<file path="config.mk">
export PLATFORM = sky130hd
export DESIGN_NAME = ptt_table_xfer
export DESIGN_NICKNAME = d
export VERILOG_FILES = /design/src/inc/ptt_pkg.sv /design/src/ptt_decode.sv /design/src/ptt_table_xfer.sv
export SDC_FILE = /design/constraint.sdc
export NUM_CORES = 1
export LEC_CHECK = 0
export ABC_AREA = 1
export ABC_CLOCK_PERIOD_IN_PS = 4130
export BUFFER_PORTS_ARGS = -buffer_cell sky130_fd_sc_hd__buf_2
export CORE_MARGIN = 2
export CORE_UTILIZATION = 50
export DETAILED_ROUTE_END_ITERATION = 12
export HOLD_SLACK_MARGIN = 0.15
export PLACE_DENSITY = 0.76
export SYNTH_ARGS = -nofsm -noshare
export SYNTH_HDL_FRONTEND = slang
export SYNTH_HIERARCHICAL = 1
export SYNTH_SLANG_ARGS = --single-unit
</file>
<file path="constraint.sdc">
create_clock -name clk -period 4.13 [get_ports clk]
set_clock_uncertainty 0.05 [all_clocks]
set_input_delay 0.2065 -clock clk [delete_from_list [all_inputs] [get_ports clk]]
set_output_delay 0.2065 -clock clk [all_outputs]
set_load 0.03 [all_outputs]
</file>
<file path="src/inc/ptt_pkg.sv">
// constants, types and helper functions of the table transfer block
// assumes one core clock; the core stalls while busy is high
// Summary of operation
// a table read first copies the latch high byte (t=1) or low byte (t=0) to file f.
// the table read then refills the whole 16-bit latch from program memory at the pointer.
// a table read ends by adding one to the pointer when i is 1.
// a table read is a three-step sequence, one step longer when f is the program counter.
// a table write first loads file f data into the latch low byte (t=0) or high byte (t=1).
// the table write then stores the whole latch at the pointer and increments it when i is 1.
// a pointer in external memory gives an external bus write and a two-step write.
// a pointer in on-chip memory starts a programming sequence that an interrupt ends.
// with global interrupt disable set, the ending interrupt only completes the write.
// with global interrupt disable clear, service is requested right after the write.
// software should mask auto-cleared sources before table writes to keep pending flags.
// only an enabled source ends programming; pin, timer overflow and capture flags clear.
`default_nettype none
package ptt_pkg;

	localparam logic [5:0] OP_READ_PREFIX  = 6'h2a;
	localparam logic [5:0] OP_WRITE_PREFIX = 6'h2b;
	localparam int         OP_T_BIT        = 9;
	localparam int         OP_I_BIT        = 8;
	localparam logic [7:0] FILE_PROGRAM_COUNTER = 8'h02;

	// interrupt source positions
	localparam int IRQ_W            = 4;
	localparam int IRQ_EXT_PIN      = 0;
	localparam int IRQ_TIMER_OVF    = 1;
	localparam int IRQ_TIMER3_CAP   = 2;
	localparam logic [IRQ_W-1:0] IRQ_AUTO_CLEAR = 4'h7;

	// register port offsets and status bit positions
	localparam logic [2:0] REG_PTR_LO   = 3'h0;
	localparam logic [2:0] REG_PTR_HI   = 3'h1;
	localparam logic [2:0] REG_LATCH_LO = 3'h2;
	localparam logic [2:0] REG_LATCH_HI = 3'h3;
	localparam logic [2:0] REG_STATUS   = 3'h4;
	localparam int         STAT_BUSY    = 0;
	localparam int         STAT_PROG    = 1;

	localparam logic [15:0] RST_PTR   = 16'h0000;
	localparam logic [15:0] RST_LATCH = 16'h0000;

	typedef enum logic [2:0] {
		PTT_IDLE,
		PTT_RD_WAIT,
		PTT_RD_LOAD,
		PTT_RD_PC,
		PTT_WR_ISSUE,
		PTT_WR_PROG
	} ptt_state_t;

	typedef struct packed {
		logic       is_read;
		logic       is_write;
		logic       t;
		logic       i;
		logic [7:0] f;
	} ptt_dec_t;

	typedef struct packed {
		ptt_state_t       st;
		logic [15:0]      latch;
		logic [15:0]      ptr;
		ptt_dec_t         op;
		logic             fw_en;
		logic [7:0]       fw_addr;
		logic [7:0]       fw_data;
		logic             pm_rd_en;
		logic [15:0]      pm_addr;
		logic             ext_wr_en;
		logic [15:0]      ext_addr;
		logic [15:0]      ext_data;
		logic             prog_active;
		logic [15:0]      prog_addr;
		logic [IRQ_W-1:0] flag_clr;
		logic             service_req;
		logic             done;
		logic             busy;
		logic [7:0]       rdata;
	} ptt_regs_t;

	function automatic logic ptt_is_external(input logic [15:0] a, input logic [15:0] last);
		return a > last;
	endfunction

	function automatic logic [15:0] ptt_bump(input logic [15:0] p, input logic inc);
		return inc ? p + 16'h0001 : p;
	endfunction

endpackage
`default_nettype wire

</file>
<file path="src/ptt_decode.sv">
// opcode decoder of the table transfer block
// assumes the opcode is stable while instr_valid is high
`default_nettype none
module ptt_decode (
	// instruction word
	input  wire logic [15:0]       opcode,
	// decoded fields
	output var  ptt_pkg::ptt_dec_t dec
);
	import ptt_pkg::*;

	always_comb begin
		dec.is_read  = opcode[15:10] == OP_READ_PREFIX;
		dec.is_write = opcode[15:10] == OP_WRITE_PREFIX;
		dec.t        = opcode[OP_T_BIT];
		dec.i        = opcode[OP_I_BIT];
		dec.f        = opcode[7:0];
	end

endmodule
`default_nettype wire

</file>
<file path="src/ptt_table_xfer.sv">
// table read / table write sequencer with pointer and latch
// assumes core logic on the same clock; program memory answers one cycle after a read
//
// Implementation choices: the register offsets and strobed register access.
`default_nettype none
module ptt_table_xfer (
	// clock and reset
	input  wire logic                    clk,
	input  wire logic                    reset_n,
	// instruction from the core
	input  wire logic                    instr_valid,
	input  wire logic [15:0]             opcode,
	input  wire logic [7:0]              file_rdata,
	// file register write back
	output logic                         file_wr_en,
	output logic [7:0]                   file_wr_addr,
	output logic [7:0]                   file_wr_data,
	// program memory read
	output logic                         pm_rd_en,
	output logic [15:0]                  pm_rd_addr,
	input  wire logic [15:0]             pm_rdata,
	// external program memory write
	output logic                         ext_wr_en,
	output logic [15:0]                  ext_wr_addr,
	output logic [15:0]                  ext_wr_data,
	// on-chip array programming
	input  wire logic [15:0]             onchip_last,
	output logic                         prog_active,
	output logic [15:0]                  prog_addr,
	output logic [15:0]                  prog_data,
	// interrupt controller side
	input  wire logic [ptt_pkg::IRQ_W-1:0] irq_flag,
	input  wire logic [ptt_pkg::IRQ_W-1:0] irq_enable,
	input  wire logic                    global_interrupt_disable,
	output logic [ptt_pkg::IRQ_W-1:0]    irq_flag_clr,
	output logic                         service_req,
	// sequence status
	output logic                         busy,
	output logic                         done,
	// register port
	input  wire logic [2:0]              reg_addr,
	input  wire logic [7:0]              reg_wdata,
	input  wire logic                    reg_wr,
	input  wire logic                    reg_rd,
	output logic [7:0]                   reg_rdata
);
	import ptt_pkg::*;

	ptt_regs_t        s_r;
	ptt_regs_t        s_nxt;
	ptt_dec_t         dec;
	logic [IRQ_W-1:0] term;
	logic [15:0]      ptr_sw;

	// replaces one byte of a word; pointer, latch and write-op loads share it
	function automatic logic [15:0] put_byte(
		input logic [15:0] w,
		input logic        hi,
		input logic [7:0]  b
	);
		logic [15:0] r;
		r = w;
		if (hi) begin
			r[15:8] = b;
		end else begin
			r[7:0] = b;
		end
		return r;
	endfunction

	function automatic logic [7:0] get_byte(
		input logic [15:0] w,
		input logic        hi
	);
		return hi ? w[15:8] : w[7:0];
	endfunction

	// every sequence ends alike: one done pulse in the same cycle it is idle again
	function automatic ptt_regs_t seq_close(
		input ptt_regs_t s
	);
		ptt_regs_t r;
		r      = s;
		r.done = 1'b1;
		r.st   = PTT_IDLE;
		return r;
	endfunction

	// common close of a table write, short or long
	function automatic ptt_regs_t write_close(
		input ptt_regs_t        s,
		input logic [15:0]      p,
		input logic [IRQ_W-1:0] t
	);
		ptt_regs_t r;
		r          = seq_close(s);
		r.ptr      = ptt_bump(p, s.op.i);
		// short writes clear the same flags as long ones
		r.flag_clr = t & IRQ_AUTO_CLEAR;
		return r;
	endfunction

	// register port view; unmapped offsets read as zero
	function automatic logic [7:0] reg_view(
		input logic [2:0] a,
		input ptt_regs_t  s
	);
		logic [7:0] v;
		v = 8'h00;
		case (a)
			REG_PTR_LO: begin
				v = get_byte(s.ptr, 1'b0);
			end
			REG_PTR_HI: begin
				v = get_byte(s.ptr, 1'b1);
			end
			REG_LATCH_LO: begin
				v = get_byte(s.latch, 1'b0);
			end
			REG_LATCH_HI: begin
				v = get_byte(s.latch, 1'b1);
			end
			REG_STATUS: begin
				v[STAT_BUSY] = s.busy;
				v[STAT_PROG] = s.prog_active;
			end
			default: begin
				v = 8'h00;
			end
		endcase
		return v;
	endfunction

	ptt_decode u_dec (
		.opcode (opcode),
		.dec    (dec)
	);

	// only enabled sources may end programming
	assign term = irq_flag & irq_enable;

	// software pointer view, applied before the sequencer looks at it
	always_comb begin
		ptr_sw = s_r.ptr;
		// same-cycle software write wins; a following increment adds onto it
		if (reg_wr && reg_addr == REG_PTR_LO) begin
			ptr_sw = put_byte(ptr_sw, 1'b0, reg_wdata);
		end
		if (reg_wr && reg_addr == REG_PTR_HI) begin
			ptr_sw = put_byte(ptr_sw, 1'b1, reg_wdata);
		end
	end

	always_comb begin
		s_nxt             = s_r;
		s_nxt.fw_en       = 1'b0;
		s_nxt.pm_rd_en    = 1'b0;
		s_nxt.ext_wr_en   = 1'b0;
		s_nxt.flag_clr    = '0;
		s_nxt.service_req = 1'b0;
		s_nxt.done        = 1'b0;
		s_nxt.ptr         = ptr_sw;

		if (reg_wr && reg_addr == REG_LATCH_LO) begin
			s_nxt.latch = put_byte(s_nxt.latch, 1'b0, reg_wdata);
		end
		if (reg_wr && reg_addr == REG_LATCH_HI) begin
			s_nxt.latch = put_byte(s_nxt.latch, 1'b1, reg_wdata);
		end

		case (s_r.st)
			PTT_IDLE: begin
				if (instr_valid && dec.is_read) begin
					s_nxt.op       = dec;
					s_nxt.fw_en    = 1'b1;
					s_nxt.fw_addr  = dec.f;
					// byte leaves before the refill overwrites it
					s_nxt.fw_data  = get_byte(s_r.latch, dec.t);
					s_nxt.pm_rd_en = 1'b1;
					s_nxt.pm_addr  = ptr_sw;
					s_nxt.st       = PTT_RD_WAIT;
				end else if (instr_valid && dec.is_write) begin
					s_nxt.op = dec;
					s_nxt.latch = put_byte(s_nxt.latch, dec.t, file_rdata);
					s_nxt.st = PTT_WR_ISSUE;
				end
			end

			PTT_RD_WAIT: begin
				s_nxt.st = PTT_RD_LOAD;
			end

			PTT_RD_LOAD: begin
				s_nxt.latch = pm_rdata;
				s_nxt.ptr   = ptt_bump(ptr_sw, s_r.op.i);
				// a program counter destination costs one extra step
				if (s_r.op.f == FILE_PROGRAM_COUNTER) begin
					s_nxt.st = PTT_RD_PC;
				end else begin
					s_nxt = seq_close(s_nxt);
				end
			end

			PTT_RD_PC: begin
				s_nxt = seq_close(s_nxt);
			end

			PTT_WR_ISSUE: begin
				if (ptt_is_external(ptr_sw, onchip_last)) begin
					s_nxt.ext_wr_en = 1'b1;
					s_nxt.ext_addr  = ptr_sw;
					s_nxt.ext_data  = s_r.latch;
					// two-step write: closes in the same cycle that issues the bus write
					s_nxt           = write_close(s_nxt, ptr_sw, term);
				end else begin
					s_nxt.prog_active = 1'b1;
					s_nxt.prog_addr   = ptr_sw;
					s_nxt.st          = PTT_WR_PROG;
				end
			end

			PTT_WR_PROG: begin
				// no time limit: a masked-off system programs forever
				if (|term) begin
					s_nxt.prog_active = 1'b0;
					s_nxt.service_req = !global_interrupt_disable; // see R9
					s_nxt             = write_close(s_nxt, ptr_sw, term);
				end
			end

			default: begin
				s_nxt.st          = PTT_IDLE;
				s_nxt.prog_active = 1'b0;
			end
		endcase

		// read data stands only in the cycle after the strobe
		s_nxt.rdata = 8'h00;
		if (reg_rd) begin
			s_nxt.rdata = reg_view(reg_addr, s_r);
		end
		// busy leaves through a flop like every other port
		s_nxt.busy = s_nxt.st != PTT_IDLE;
	end

	always_ff @(posedge clk or negedge reset_n) begin
		if (!reset_n) begin
			s_r             <= '0;
			s_r.st          <= PTT_IDLE;
			s_r.latch       <= RST_LATCH;
			s_r.ptr         <= RST_PTR;
		end else begin
			s_r <= s_nxt;
		end
	end

	assign file_wr_en   = s_r.fw_en;
	assign file_wr_addr = s_r.fw_addr;
	assign file_wr_data = s_r.fw_data;
	assign pm_rd_en     = s_r.pm_rd_en;
	assign pm_rd_addr   = s_r.pm_addr;
	assign ext_wr_en    = s_r.ext_wr_en;
	assign ext_wr_addr  = s_r.ext_addr;
	assign ext_wr_data  = s_r.ext_data;
	assign prog_active  = s_r.prog_active;
	assign prog_addr    = s_r.prog_addr;
	assign prog_data    = s_r.latch;
	assign irq_flag_clr = s_r.flag_clr;
	assign service_req  = s_r.service_req;
	assign busy         = s_r.busy;
	assign done         = s_r.done;
	assign reg_rdata    = s_r.rdata;

endmodule
`default_nettype wire

</file>
# --- Word level (Yosys, flattened, before mapping) ---
# Index checks and enable logic that the tools add are counted.
totals:
  reg_bits: 143
  latchBits: 0
  ram_bits: 0
  mem_bits_ro: 0
  output_inout_bits: 115
  elab_cells: 92
  memories: 0
classes:
  addsub: 1
  mul: 0
  div: 0
  order_cmp: 1
  eq_ne: 14
  n_shift: 0
  muxes: 31
  bitwise: 7
  reduce_logical: 18
ops:
  columns: ["op", "count"]
  rows:
  - ["43-bit one-hot mux with 4 select lines", 1]
  - ["146-bit two-way mux", 1]
  - ["31-bit one-hot mux with 4 select lines", 1]
  - ["33-bit one-hot mux with 3 select lines", 1]
  - ["95-bit two-way mux", 1]
  - ["16-bit two-way mux", 4]
  - ["16-bit one-hot mux with 4 select lines", 1]
  - ["8-bit two-way mux", 6]
  - ["16-bit one-hot mux with 3 select lines", 1]
  - ["34-bit two-way mux", 1]
  - ["6-bit one-hot mux with 4 select lines", 1]
  - ["19-bit two-way mux", 1]
  - ["9-bit two-way mux", 2]
  - ["17-bit two-way mux", 1]
  - ["16-bit by 1-bit adder with 16-bit output, second input constant", 1]
  - ["16-bit greater-than comparator", 1]
  - ["3-bit one-hot mux with 5 select lines", 1]
  - ["5-bit AND reduction", 3]
  - ["14-bit two-way mux", 1]
  - ["3-bit by 2-bit == test with 1-bit output, second input constant", 4]
  - ["6-bit == test, second input constant", 2]
  - ["10-bit two-way mux", 1]
  - ["2-bit one-hot mux with 5 select lines", 1]
  - ["3-bit == test, second input constant", 3]
  - ["other kinds (16)", 31]

# --- Depth between registers and ports, before layout ---
# Gate-level depths: netlist (run 1).
logic_depth:
  word_depth: 9
  depth_mapped: 19
  mapped_depth_nobuf: 18

# --- By module ---
# The synthesis (run 1) kept the hierarchy.
modules_own_cells:
  columns: ["mod", "instances", "cells_each", "area_per_inst_um2", "seq_area_each_um2"]
  rows:
  - ["ptt_table_xfer", 1, 1001, 7833.8, 3528.4]
  - ["ptt_decode", 1, 19, 108.9, 0.0]

# --- Worst setup path after synthesis (run 1) ---
# OpenSTA, ideal clock, no wires.
synth_path:
  path_type: "input port to flip-flop"
  from: "input port reg_wr"
  to: "register s_r[114] in the netlist's numbering"
  setup_time_ps: 134
  arrival_ps: 2346
  t_required_ps: 3946
  path_slack_ps: 1601
  path_stages: 18
  path_cell_list: "buf_2 > clkbuf_1 > nand4_1 > nand2_1 > inv_1 > ha_1 > nand2_1 > nor2_1 > nand2_1 > nor2_1 > nand2_1 > nand3_1 > nand3_2 > nand2_1 > inv_1 > clkbuf_1 > nand2_1 > o21ai_0"
synth_rtl:
  columns: ["element", "line_no", "text"]
  rows:
  - ["from (decl)", "ptt_table_xfer.sv:43", "input wire logic reg_wr,"]
  - ["to (signal assigned)", "ptt_table_xfer.sv:253", "s_r <= s_nxt;"]
  - ["to (decl)", "ptt_table_xfer.sv:49", "ptt_regs_t s_r;"]

# --- Worst setup path in the final report (run 1) ---
layout_path:
  from: "input port reg_addr[2]"
  to: "register s_r, in the netlist prog_addr[7]"
layout_via:
  elab_chain_cells: 7
  word_cells_on_any_way: 11
  classes_between: "order compare (1); eq/ne (1); mux (4); bitwise (1); reduce/logical (4)"
layout_rtl:
  columns: ["element", "line_no", "text"]
  rows:
  - ["from (decl)", "ptt_table_xfer.sv:41", "input wire logic [2:0] reg_addr,"]
  - ["3-bit zero test", "ptt_table_xfer.sv:146", "if (reg_wr && reg_addr == REG_PTR_LO) begin"]
  - ["1-bit logical AND", "ptt_table_xfer.sv:146", null]
  - ["8-bit two-way mux", "ptt_table_xfer.sv:146", null]
  - ["16-bit two-way mux *", "ptt_table_xfer.sv:149", "if (reg_wr && reg_addr == REG_PTR_HI) begin"]
  - ["16-bit greater-than comparator", "ptt_pkg.sv:84", "return a > last;"]
  - ["1-bit inverter (no line)", null, null]
  - ["5-bit AND reduction (no line)", null, null]
# Mark *: on every way between the ends. The rest lies on a longest branch, timed or not. The select of a mux whose other input is x is not followed.
# A chain may end at the register's enable or synchronous reset.

==> impl_results.md, run 1 <==
- Hold Path Origin: reg_addr[1]
- Max_slew headroom: 0.2965
- Worst reg2reg path startpoint: s_r[145]
- Hold-fix buffers, CTS: between 50 and 60
- Register Area: about 3500 um2
- Placer Congestion: about 0.97
- Syn_nets: between 1,000 and 1,500
- Initial Util: 0.5055
- Met2 Wirelength: ~10,000 um
- Share of the synthesized area in the top cell type: 0.4442
- Antenna-violating nets left: 0
- Hold depth: 4
- Die X: 130.0 um
- IO buf count: 194
- Vias per inst: 5.164
- Total global routing overflow: 0
- Synthesized area: roughly 7900 um2
- Root Buffer: clkbuf_16
- Clk network pwr share: 0.267
- Period utilization: 0.8672
- First-pass GRT wire length: roughly 35,000 um
- Final Max Tran Viols: 0
- Layout Nets: ~1,200
- Worst R2R End: prog_data[0]
- Die Y: between 100 and 150 um
- Maximum vdd drop: approximately 0.00034 V
- Setup tns final: 0 ps
- Cell count after synthesis: 1,020
- # clock sinks: ~140
- Top routing layer used: met4
- Critical Path Fanout Max: 33
- Synth Flop Type: dfrtp_1
- Area of the die: 16,910 um2
- Synthesis-to-layout area growth: 18.24%
- Crit path DAT: approximately 3900 ps
- Core area: roughly 16,000 um2
- Vias in the first global route: 6,665
- Worst hold endpoint: reg_rdata[0]
- Wire length on met1: between 9000 and 10,000 um
- YS warnings: 6
- Antenna violations before repair: 1
- Leakage Power: approximately 0.0050 uW
- Switching Fraction: 0.4273
- Share of cells above drive strength 1: 0.2134
- Synth area leaders: dfrtp_1 44%, nand2_1 14%, buf_4 12%, o21ai_0 8.4%, inv_1 4.7%
- Worst Hold Class: input port to flop
- Synth async-reset ratio: 1.000
- WL/cell: approximately 16 um
- Worst setup path class: input port to flop
- Final setup violation count: 0
- Comb pwr share: 0.393
- Crit path required time: 4410 ps
- Yosys top cell by area: dfrtp_1
- First-pass iteration count of the detailed router: 8
- Post_cts resized: 0
- Multi-input logic area: ~3000 um2
- Seq/Total Area, Yosys: 0.4442
- Rows: 46
- Hold WS: 183.8 ps
- FMAX: 279.2 MHz
- Met3 wire len: approximately 1600 um
- Top Ports: between 150 and 200
- TritonCTS clock tree: yes
- Post-CTS Repair Setup Buffers: 0
- PwrDens: ~670 nW/um2
- Post-synth top cells: 290 x nand2_1, 141 x dfrtp_1, 133 x o21ai_0, 123 x buf_4, 100 x inv_1
- Clk buf depth: 2
- Largest net degree at the start of global routing: roughly 120
- Outcome: completed
- Tmin final: around 3600 ps
- CTS HTree Levels: 4
- Clock-pin slew on the worst setup and hold paths: approximately 60 ps
- Number of DRC markers in iteration 0: roughly 680
- Detail Placement HPWL: 15,450 um
- Tot GR Track Use: 0.2678
- Crit end category: flop
- Seq pwr share: 0.339
- Worst R2R Path Depth: 8
- Yosys reg bits: between 100 and 150
- Setup repair after global routing missed its margin: no
- CTS Buf Count: 17
- EDFF count, synth: 0
- Drc violations: 0
- DR vias: a little over 7,000
- WL final: between 20,000 and 25,000 um
- Int Pwr: roughly 3600 uW
- Clk_lat worst skew: 430 ps
- Synth cell types: 31
- Psw: 2702 uW
- R2R setup slack: 1130 ps
- Type of origin of the critical path: input port
- Worst Tran Pin Value: between 1000 and 1500 ps
- Final Hold Viols: 0
- Synthesized area per cell: 7.787 um2
- Filler cells: between 1,000 and 1,500
- Max Cap Violations: 0
- Cell with the most instances after synthesis: nand2_1
-- flip-flops by register name, indices dropped and copies added, names as in the netlist, 8 cells and up --
signal / count
s_r: 28
ext_wr_addr: 16
ext_wr_data: 16
pm_rd_addr: 16
prog_addr: 16
prog_data: 16
file_wr_addr: 8
file_wr_data: 8
reg_rdata: 8
-- stage by stage --
| step | area, um2 | total power, uW | setup slack, ps | util | cells |
|---|---|---|---|---|---|
| after CTS | 9389 | 6305 | 626.0 | 0.5975 | 1369 |
| after global routing | 9392 | 6669 | 122.2 | 0.5977 | 1370 |
| after global placement | 8172 | 4480 | 876.1 | 0.5201 | 1280 |
| after detailed placement | 8172 | 4525 | 721.3 | 0.5201 | 1280 |
| after floorplan | 7943 | 4158 | 1601 | - | 1020 |
| final | 9392 | 6322 | 548.6 | 0.5977 | 1370 |
-- cell usage in the layout, fill, tap and decap left out, types with 2 or more instances in the layout --
cell type and instances:
a21oi_1 19, inv_6 2, buf_4 4, inv_1 100
nor3_2 2, nor2_2 5, nor2_4 2, dlygate4sd3_1 57
nand3_1 18, nand3_2 2, a221oi_1 6, nand2_1 290
xor2_1 4, nand2_2 3, a31oi_1 4, o22ai_1 12
nor3_1 6, nor2_1 53, ha_1 17, clkinv_4 3
a32o_1 3, o21ai_0 133, dfrtp_1 141, clkbuf_16 17
nand4_1 30, buf_2 193, clkinvlp_4 2, o21ai_1 7
clkbuf_1 2, bufinv_16 5, inv_2 3
-- logic make-up (layout without fill, tap and decap cells) --
group	Yosys count	in the layout	synth area share
buf+inv	258	391	0.1812
other cells	1	2	0.0004721
compound gates	186	186	0.1259
fa+ha+maj	17	17	0.02678
flops	141	141	0.4442
simple gates	413	413	0.2171
xor+xnor	4	4	0.004410
-- layout make-up --
class,count,share of cell area
sequential,141,0.3757
multi-input combinational,621,0.3168
timing repair buffer,255,0.1680
clock buffer,19,0.04610
inverter,104,0.04157
tap,216,0.02878
clock inverter,13,0.02278
antenna,1,0.0002665
-- critical path, stage by stage --
cell and delay [ps]:
dlygate4sd3_1 550, buf_2 170, inv_2 240, nand4_1 410
inv_1 190, nand2_1 60, o21ai_1 230, ha_1 330
nand2_1 90, inv_1 50, nand2_1 60, nand2_1 40
a21oi_1 130, nand3_1 120, nand2_1 100, nand2_1 490
o21ai_0 380
-- metal layers --
| layer | vias up | global-route usage |
|---|---|---|
| li1 | 3408 | - |
| met1 | 3276 | 0.3567 |
| met2 | 318 | 0.4219 |
| met3 | 72 | 0.06273 |
| met4 | 0 | 0.1139 |
| met5 | - | 0 |
-- how the worst max path moves through the flow --
stage	start	to	slack [ps]	depth (start not counted)
4_1_cts	reg_addr[2]	prog_addr[7]	630	18
3_5_place_dp	reg_addr[1]	prog_addr[7]	720	16
5_1_grt	reg_addr[2]	prog_addr[8]	120	17
6_report	reg_addr[2]	prog_addr[7]	550	17
2_1_floorplan	reg_wr	s_r[114]	1600	18
3_3_place_gp	reg_addr[1]	prog_addr[6]	880	16
-- power groups by stage --
stage | clock, uW | combinational [uW] | sequential, uW
2_1_floorplan | 0 | 2120 | 2040
3_3_place_gp | 0 | 2330 | 2150
3_5_place_dp | 0 | 2370 | 2160
4_1_cts | 1700 | 2460 | 2140
5_1_grt | 1760 | 2720 | 2190
6_report | 1690 | 2490 | 2150
No activity file was read; power rests on OpenSTA's default activity.
==> run 2, diff against run 1 <==
- ABC_CLOCK_PERIOD_IN_PS: 4130 -> 4300
- CORE_ASPECT_RATIO: unset -> 1.5
- clock period: 4.13 -> 4.3 ns (I/O delays scaled with it)
==> run 2 against run 1 <==
  * Register-to-register slack better by 160 ps
  * Sequential cell count unchanged
  * Combinational power down 5%
  * Global-route usage up 0.33 points
  * Critical path type unchanged
  * Largest cell class unchanged
  * Highest routed layer unchanged
==> impl_results.md, run 2 (synthesis results as in run 1) <==
- First-pass iteration count of the detailed router: 5 (-3)
- Clock-pin slew on the worst setup and hold paths: 60 ps (about the same)
- Core area: 15,630 um2 (-0.56%)
- Die X: 106.9 um (-18%)
- WL final: 22,500 um (+1.3%)
- Final design area excluding fillers: 9250 um2 (-1.5%)
- Crit path required time: 4560 ps (+150 ps)
- Worst Tran Pin Value: 965.0 ps (-90.29 ps)
- Layout Nets: 1,234 (-0.32%)
- Vias per inst: 5.243 (+1.5%)
- Hold-fix buffers, CTS: 53 (-7.0%)
- Tot GR Track Use: 0.2711 (+0.003340)
- Max_slew headroom: 0.3551 (+0.05864)
- DR vias: 7,089 (+0.21%)
- Worst R2R End: prog_addr[14]
- Rows: 56 (+22%)
- Crit path DAT: 4020 ps (+160 ps)
- # clock sinks: 141 (unchanged)
- Area after DPL: 8168 um2 (about the same)
- Final setup violation count: 0 (unchanged)
- PwrDens: 627.5 nW/um2 (-6.8%)
- Max reg flops: 28 (unchanged)
- Post-place setup slack: 723.2 ps (+1.902 ps)
- Placer Congestion: 0.8926 (-7.9%)
- IO buf count: 194 (unchanged)
- Crit end category: flop
- TritonCTS clock tree: yes
- Max Cap Violations: 0 (unchanged)
- Top Ports: 196 (unchanged)
- Worst R2R Path Depth: 14 (+6)
- Worst setup path class: input port to flop
- Type of origin of the critical path: input port
- Die Y: 158.4 um (+22%)
- Worst reg2reg path startpoint: s_r[124]
- Final core occ: 0.5920 (-0.005699)
- Slack of the critical path: 546.5 ps (-2.103 ps)
- Antenna-violating nets left: 0 (unchanged)
- Final Hold Viols: 0 (unchanged)
- Diodes inserted: 0 (-1)
- Period utilization: 0.8729
- Outcome: completed
- Setup tns final: 0 ps (unchanged)
- Area of the die: 16,930 um2 (+0.13%)
- Filler cells: 1,429 (+2.8%)
- CTS Buf Count: 17 (unchanged)
- Hold depth: 3 (-1)
- Synthesis-to-layout area growth: 16.46%
- Clk_lat worst skew: 430 ps (about the same)
- FMAX: around 270 MHz
- First-pass GRT wire length: 35,080 um (+1.5%)
- Critical Path Fanout Max: 33 (unchanged)
- Vias in the first global route: 6,831 (+2.5%)
- Antenna violations before repair: 1 (unchanged)
- Root Buffer: clkbuf_16
- Most frequent cells in the layout: 290 x nand2_1, 193 x buf_2, 141 x dfrtp_1
- Commonest non-fill, non-tap cell in the layout: nand2_1
- Maximum vdd drop: 0.0003187 V (-5.9%)
- WL/cell: 16.64 um (+2.6%)
- Setup repair after global routing missed its margin: no
- Leakage Power: 0.004965 uW (-1.4%)
- Clk buf depth: 2 (unchanged)
- Hold Path Origin: reg_wdata[7]
- CTS HTree Levels: 4 (unchanged)
- Post_cts resized: 0 (unchanged)
- Worst Hold Class: input port to flop
- Total global routing overflow: 0 (unchanged)
- Share of cells above drive strength 1: 0.2158 (+0.002483)
- Final Max Tran Viols: 0 (unchanged)
- Tmin final: about 3800 ps
- Number of DRC markers in iteration 0: 612 (-9.6%)
- Drc violations: 0 (unchanged)
- Top reg by flops: s_r
- Initial Util: 0.5083 (+0.002833)
- Hold WS: 159.8 ps (-24.04 ps)
- Detail Placement HPWL: 16,400 um (+6.1%)
- Worst hold endpoint: prog_data[7]
- Largest net degree at the start of global routing: 67 (-43%)
- R2R setup slack: 1290 ps (+160 ps)
- Post-CTS Repair Setup Buffers: 0 (unchanged)
run 2: cell types whose count changed in the layout (fill, tap and decap cells not counted), sizes merged:
| cell | delta |
|---|---|
| clkbuf | -2 |
| inv | +7 |
| dlygate4sd3 | -4 |
| diode | -1 |
| bufinv | -5 |
| clkinv | -4 |
| clkinvlp | +4 |
run 2: worst max-delay path by stage:
stage | from | endpoint | depth (start not counted)
6_report | reg_addr[2] | prog_addr[14] | 17
3_5_place_dp | reg_addr[1] | prog_addr[2] | 16
4_1_cts | reg_addr[2] | prog_addr[14] | 17
3_3_place_gp | reg_addr[1] | prog_addr[7] | 16
2_1_floorplan | reg_wr | s_r[114] | 18
5_1_grt | reg_addr[2] | prog_addr[6] | 17
run 2: area by class of cell:
cell class                      count  area [um2]  share of cell area
Sequential cell                   141        3528              0.3814
Multi-Input combinational cell    621        2975              0.3217
Timing Repair Buffer              251        1550              0.1676
Clock buffer                       17       425.4             0.04599
Inverter                          104       390.4             0.04220
Tap cell                          203       254.0             0.02746
Clock inverter                     15       126.4             0.01366
run 2: per-layer routing:
metal / track usage / vias to the layer above / share of wire
met5: 0 / - / 0
met4: 0.1293 / 0 / 0.032
met3: 0.05199 / 59 / 0.064
met2: 0.4638 / 295 / 0.51
met1: 0.3286 / 3330 / 0.40
li1: - / 3405 / -
run 2: worst max-delay path: stages:
cell and delay (ps):
dlygate4sd3_1 550, buf_2 160, inv_2 240, nand4_1 460, nand2_1 170, nand2_1 180, inv_1 160, ha_1 260
nand2_1 90, inv_1 40, nand2_1 50, nand2_1 50, a21oi_1 130, nand3_1 130, nand2_1 110, nand2_1 560
o21ai_0 440
run 2: through the flow:
step / std cells / total power [uW]
2_1_floorplan: 1020 / 3994
3_3_place_gp: 1267 / 4294
3_5_place_dp: 1267 / 4339
4_1_cts: 1352 / 5797
5_1_grt: 1352 / 6137
6_report: 1352 / 5804
run 2: report_power, final:
| part | total [uW] | internal (uW) | switching, uW | leakage, uW |
|---|---|---|---|---|
| Sequential | 2040 | 1740 | 295 | 0.00182 |
| Combinational | 2370 | 693 | 1680 | 0.00289 |
| Clock | 1390 | 755 | 636 | 0.000253 |
==> run 3, diff against run 2 <==
- CORE_MARGIN: 2 -> unset
==> run 3 against run 2 <==
  * Utilization up 0.15 points
  * Sequential power about the same
  * Critical endpoint is now ext_wr_data[13]
  * Wire length up 0.39%
  * Die area down 3.1%
  * Non-clock buffer count down 1
  * Via count down 0.62%
  * Register-to-register slack worse by 60 ps
  * Clock-buffer cell count unchanged
  * First-iteration DRC count unchanged
  * Global-route usage up 1.1 points
  * Sequential cell count unchanged
  * Critical path depth up 2
==> impl_results.md, run 3 (synthesis results as in run 1) <==
- Outcome: completed
- Hold-fix buffers, CTS: 53 (unchanged)
- First-pass iteration count of the detailed router: 5 (unchanged)
- CTS Buf Count: 17 (unchanged)
- Detail Placement HPWL: 16,300 um (-0.60%)
- Worst setup path class: input port to flop
- Max_slew headroom: 0.3302 (-0.02498)
- Total global routing overflow: 0 (unchanged)
- Initial Util: 0.5106 (+0.002290)
- Most frequent cells in the layout: 290 x nand2_1, 193 x buf_2, 141 x dfrtp_1
- Tot GR Track Use: 0.2823 (+0.01123)
- Area after DPL: 8148 um2 (-0.25%)
- Critical Path Fanout Max: 62 (+88%)
- Die Y: 156.4 um (-1.3%)
- Slowest cell delay on critical path: 540 ps (-20 ps)
- Max Cap Violations: 0 (unchanged)
- WL/cell: 16.72 um (+0.47%)
- Vias per inst: 5.215 (-0.55%)
- Largest net degree at the start of global routing: 103 (+54%)
- Die X: 104.9 um (-1.9%)
- Drc violations: 0 (unchanged)
- Leakage Power: 0.004977 uW (+0.26%)
- Clock-pin slew on the worst setup and hold paths: 60 ps (about the same)
- Final design area excluding fillers: 9233 um2 (-0.19%)
- # clock sinks: 141 (unchanged)
- Buf+Inv Stages, Crit Path: 7 (+2)
- Setup repair after global routing missed its margin: no
- FMAX: 257.9 MHz (-3.2%)
- Setup tns final: 0 ps (unchanged)
- Crit path required time: 4570 ps (about the same)
- Final setup violation count: 0 (unchanged)
- Final Hold Viols: 0 (unchanged)
- CP Cell Sequence: dlygate4sd3_1, buf_2, inv_2, nand4_1, nand2_1, nand2_1, inv_1, ha_1, nand2_1, inv_1, nand2_1, nand2_1, a21oi_1, nand3_1, nand3_2, buf_4, clkinv_1, nand2_1, nand2_1
- Core area: 15,550 um2 (-0.45%)
- Worst Hold Class: input port to flop
- Cell mode on critical path: nand2_1
- Final core occ: 0.5935 (+0.001541)
- Top reg by flops: s_r
- First-pass GRT wire length: 35,320 um (+0.69%)
- Commonest non-fill, non-tap cell in the layout: nand2_1
- Diodes inserted: 0 (unchanged)
- Number of DRC markers in iteration 0: 612 (unchanged)
- Crit end category: flop
- Vias in the first global route: 6,711 (-1.8%)
- Synthesis-to-layout area growth: 16.24%
- Cells after DPL: 1,266 (-0.079%)
- Post-CTS Repair Setup Buffers: 0 (unchanged)
- PwrDens: 629.4 nW/um2 (+0.31%)
- Antenna-violating nets left: 0 (unchanged)
- Total power: 5811 uW (+0.12%)
- Top Ports: 196 (unchanged)
- Post_cts resized: 0 (unchanged)
- Period utilization: 0.9017 (+0.02881)
- CP top delay family: buffers and inverters
- Final Max Tran Viols: 0 (unchanged)
- Type of origin of the critical path: input port
- Layout Nets: 1,233 (-0.081%)
- IO buf count: 194 (unchanged)
- Maximum vdd drop: 0.0003314 V (+4.0%)
- DR vias: 7,045 (-0.62%)
- Clk_lat worst skew: 430 ps (about the same)
- WL final: 22,590 um (+0.39%)
- CTS HTree Levels: 4 (unchanged)
- Crit path DAT: 4140 ps (+120 ps)
- Placer Congestion: 0.8817 (-1.2%)
- TritonCTS clock tree: yes
- Rows: 56 (unchanged)
- Antenna violations before repair: 0 (-1)
- Finished Layout Cells: 1,351 (-0.074%)
- Root Buffer: clkbuf_16
- Worst Tran Pin Value: 1002 ps (+37.38 ps)
- Share of cells above drive strength 1: 0.2152 (-0.0006831)
- Max reg flops: 28 (unchanged)
- Crit-path slowest cell: dlygate4sd3_1
- Area of the die: 16,400 um2 (-3.1%)
- Tmin final: 3877 ps (+123.9 ps)
- Clk buf depth: 2 (unchanged)
==> run 3: cell types whose count changed in the layout (fill, tap and decap cells not counted), sizes merged <==
| cell | change |
|---|---|
| clkinvlp | -4 |
| clkinv | +5 |
| buf | -1 |
| inv | -1 |
==> run 3: report_power, final <==
group	internal (uW)	leakage [uW]	switching, uW	total, uW
Combinational	686	0.00289	1690	2370
Sequential	1750	0.00182	306	2050
Clock	757	0.000271	630	1390
Total	3190	0.00498	2620	5810
==> run 3: through the flow <==
stage | setup slack, ps | hold WS (ps)
floorplan | 1762 | -130.6
global placement | 638.9 | 321.6
detailed placement | 553.1 | 326.1
CTS | 468.0 | 153.1
global route | 10.63 | 187.9
finish | 422.6 | 173.1
==> run 3: final timing paths <==
| kind | startpoint | to | slack [ps] | cells past startpoint |
|---|---|---|---|---|
| max | reg_addr[2] | ext_wr_data[13] | 420 | 19 |
| min | irq_enable[3] | service_req | 170 | 5 |
| max reg2reg | s_r[145] | prog_data[2] | 1230 | 9 |
| min reg2reg | ext_wr_data[9] | ext_wr_data[9] | 430 | 2 |
| max in group asynchronous | reset_n | s_r[114] | 2660 | 3 |
| min in group asynchronous | reset_n | pm_rd_addr[4] | 380 | 2 |
==> run 3: cell type report <==
class | instances | area [um2]
fillers | 1424 | 6322
clock inverters | 15 | 128.9
inverters | 104 | 390.4
multi-input cells | 621 | 2975
well taps | 203 | 254.0
clock buffers | 17 | 425.4
flip-flops and latches | 141 | 3528
repair buffers | 250 | 1530
==> run 3: worst reg2reg max path, cell delays in order (launching register included) <==
cell and delay (ps):
dfrtp_1 430, nor2_2 430, inv_1 190, nor2_4 250
nand2_1 190, o21ai_0 170, dlygate4sd3_1 590, nand2_1 70
o21ai_0 90, dlygate4sd3_1 560
==> run 3: metal layers <==
layer  up-vias  track usage  routed length (um)
met4         0       0.1382                 883
met5         -            0                   0
met3        70      0.05998                1537
li1       3408            -                   -
met2       312       0.4771               11130
met1      3255       0.3425                9034
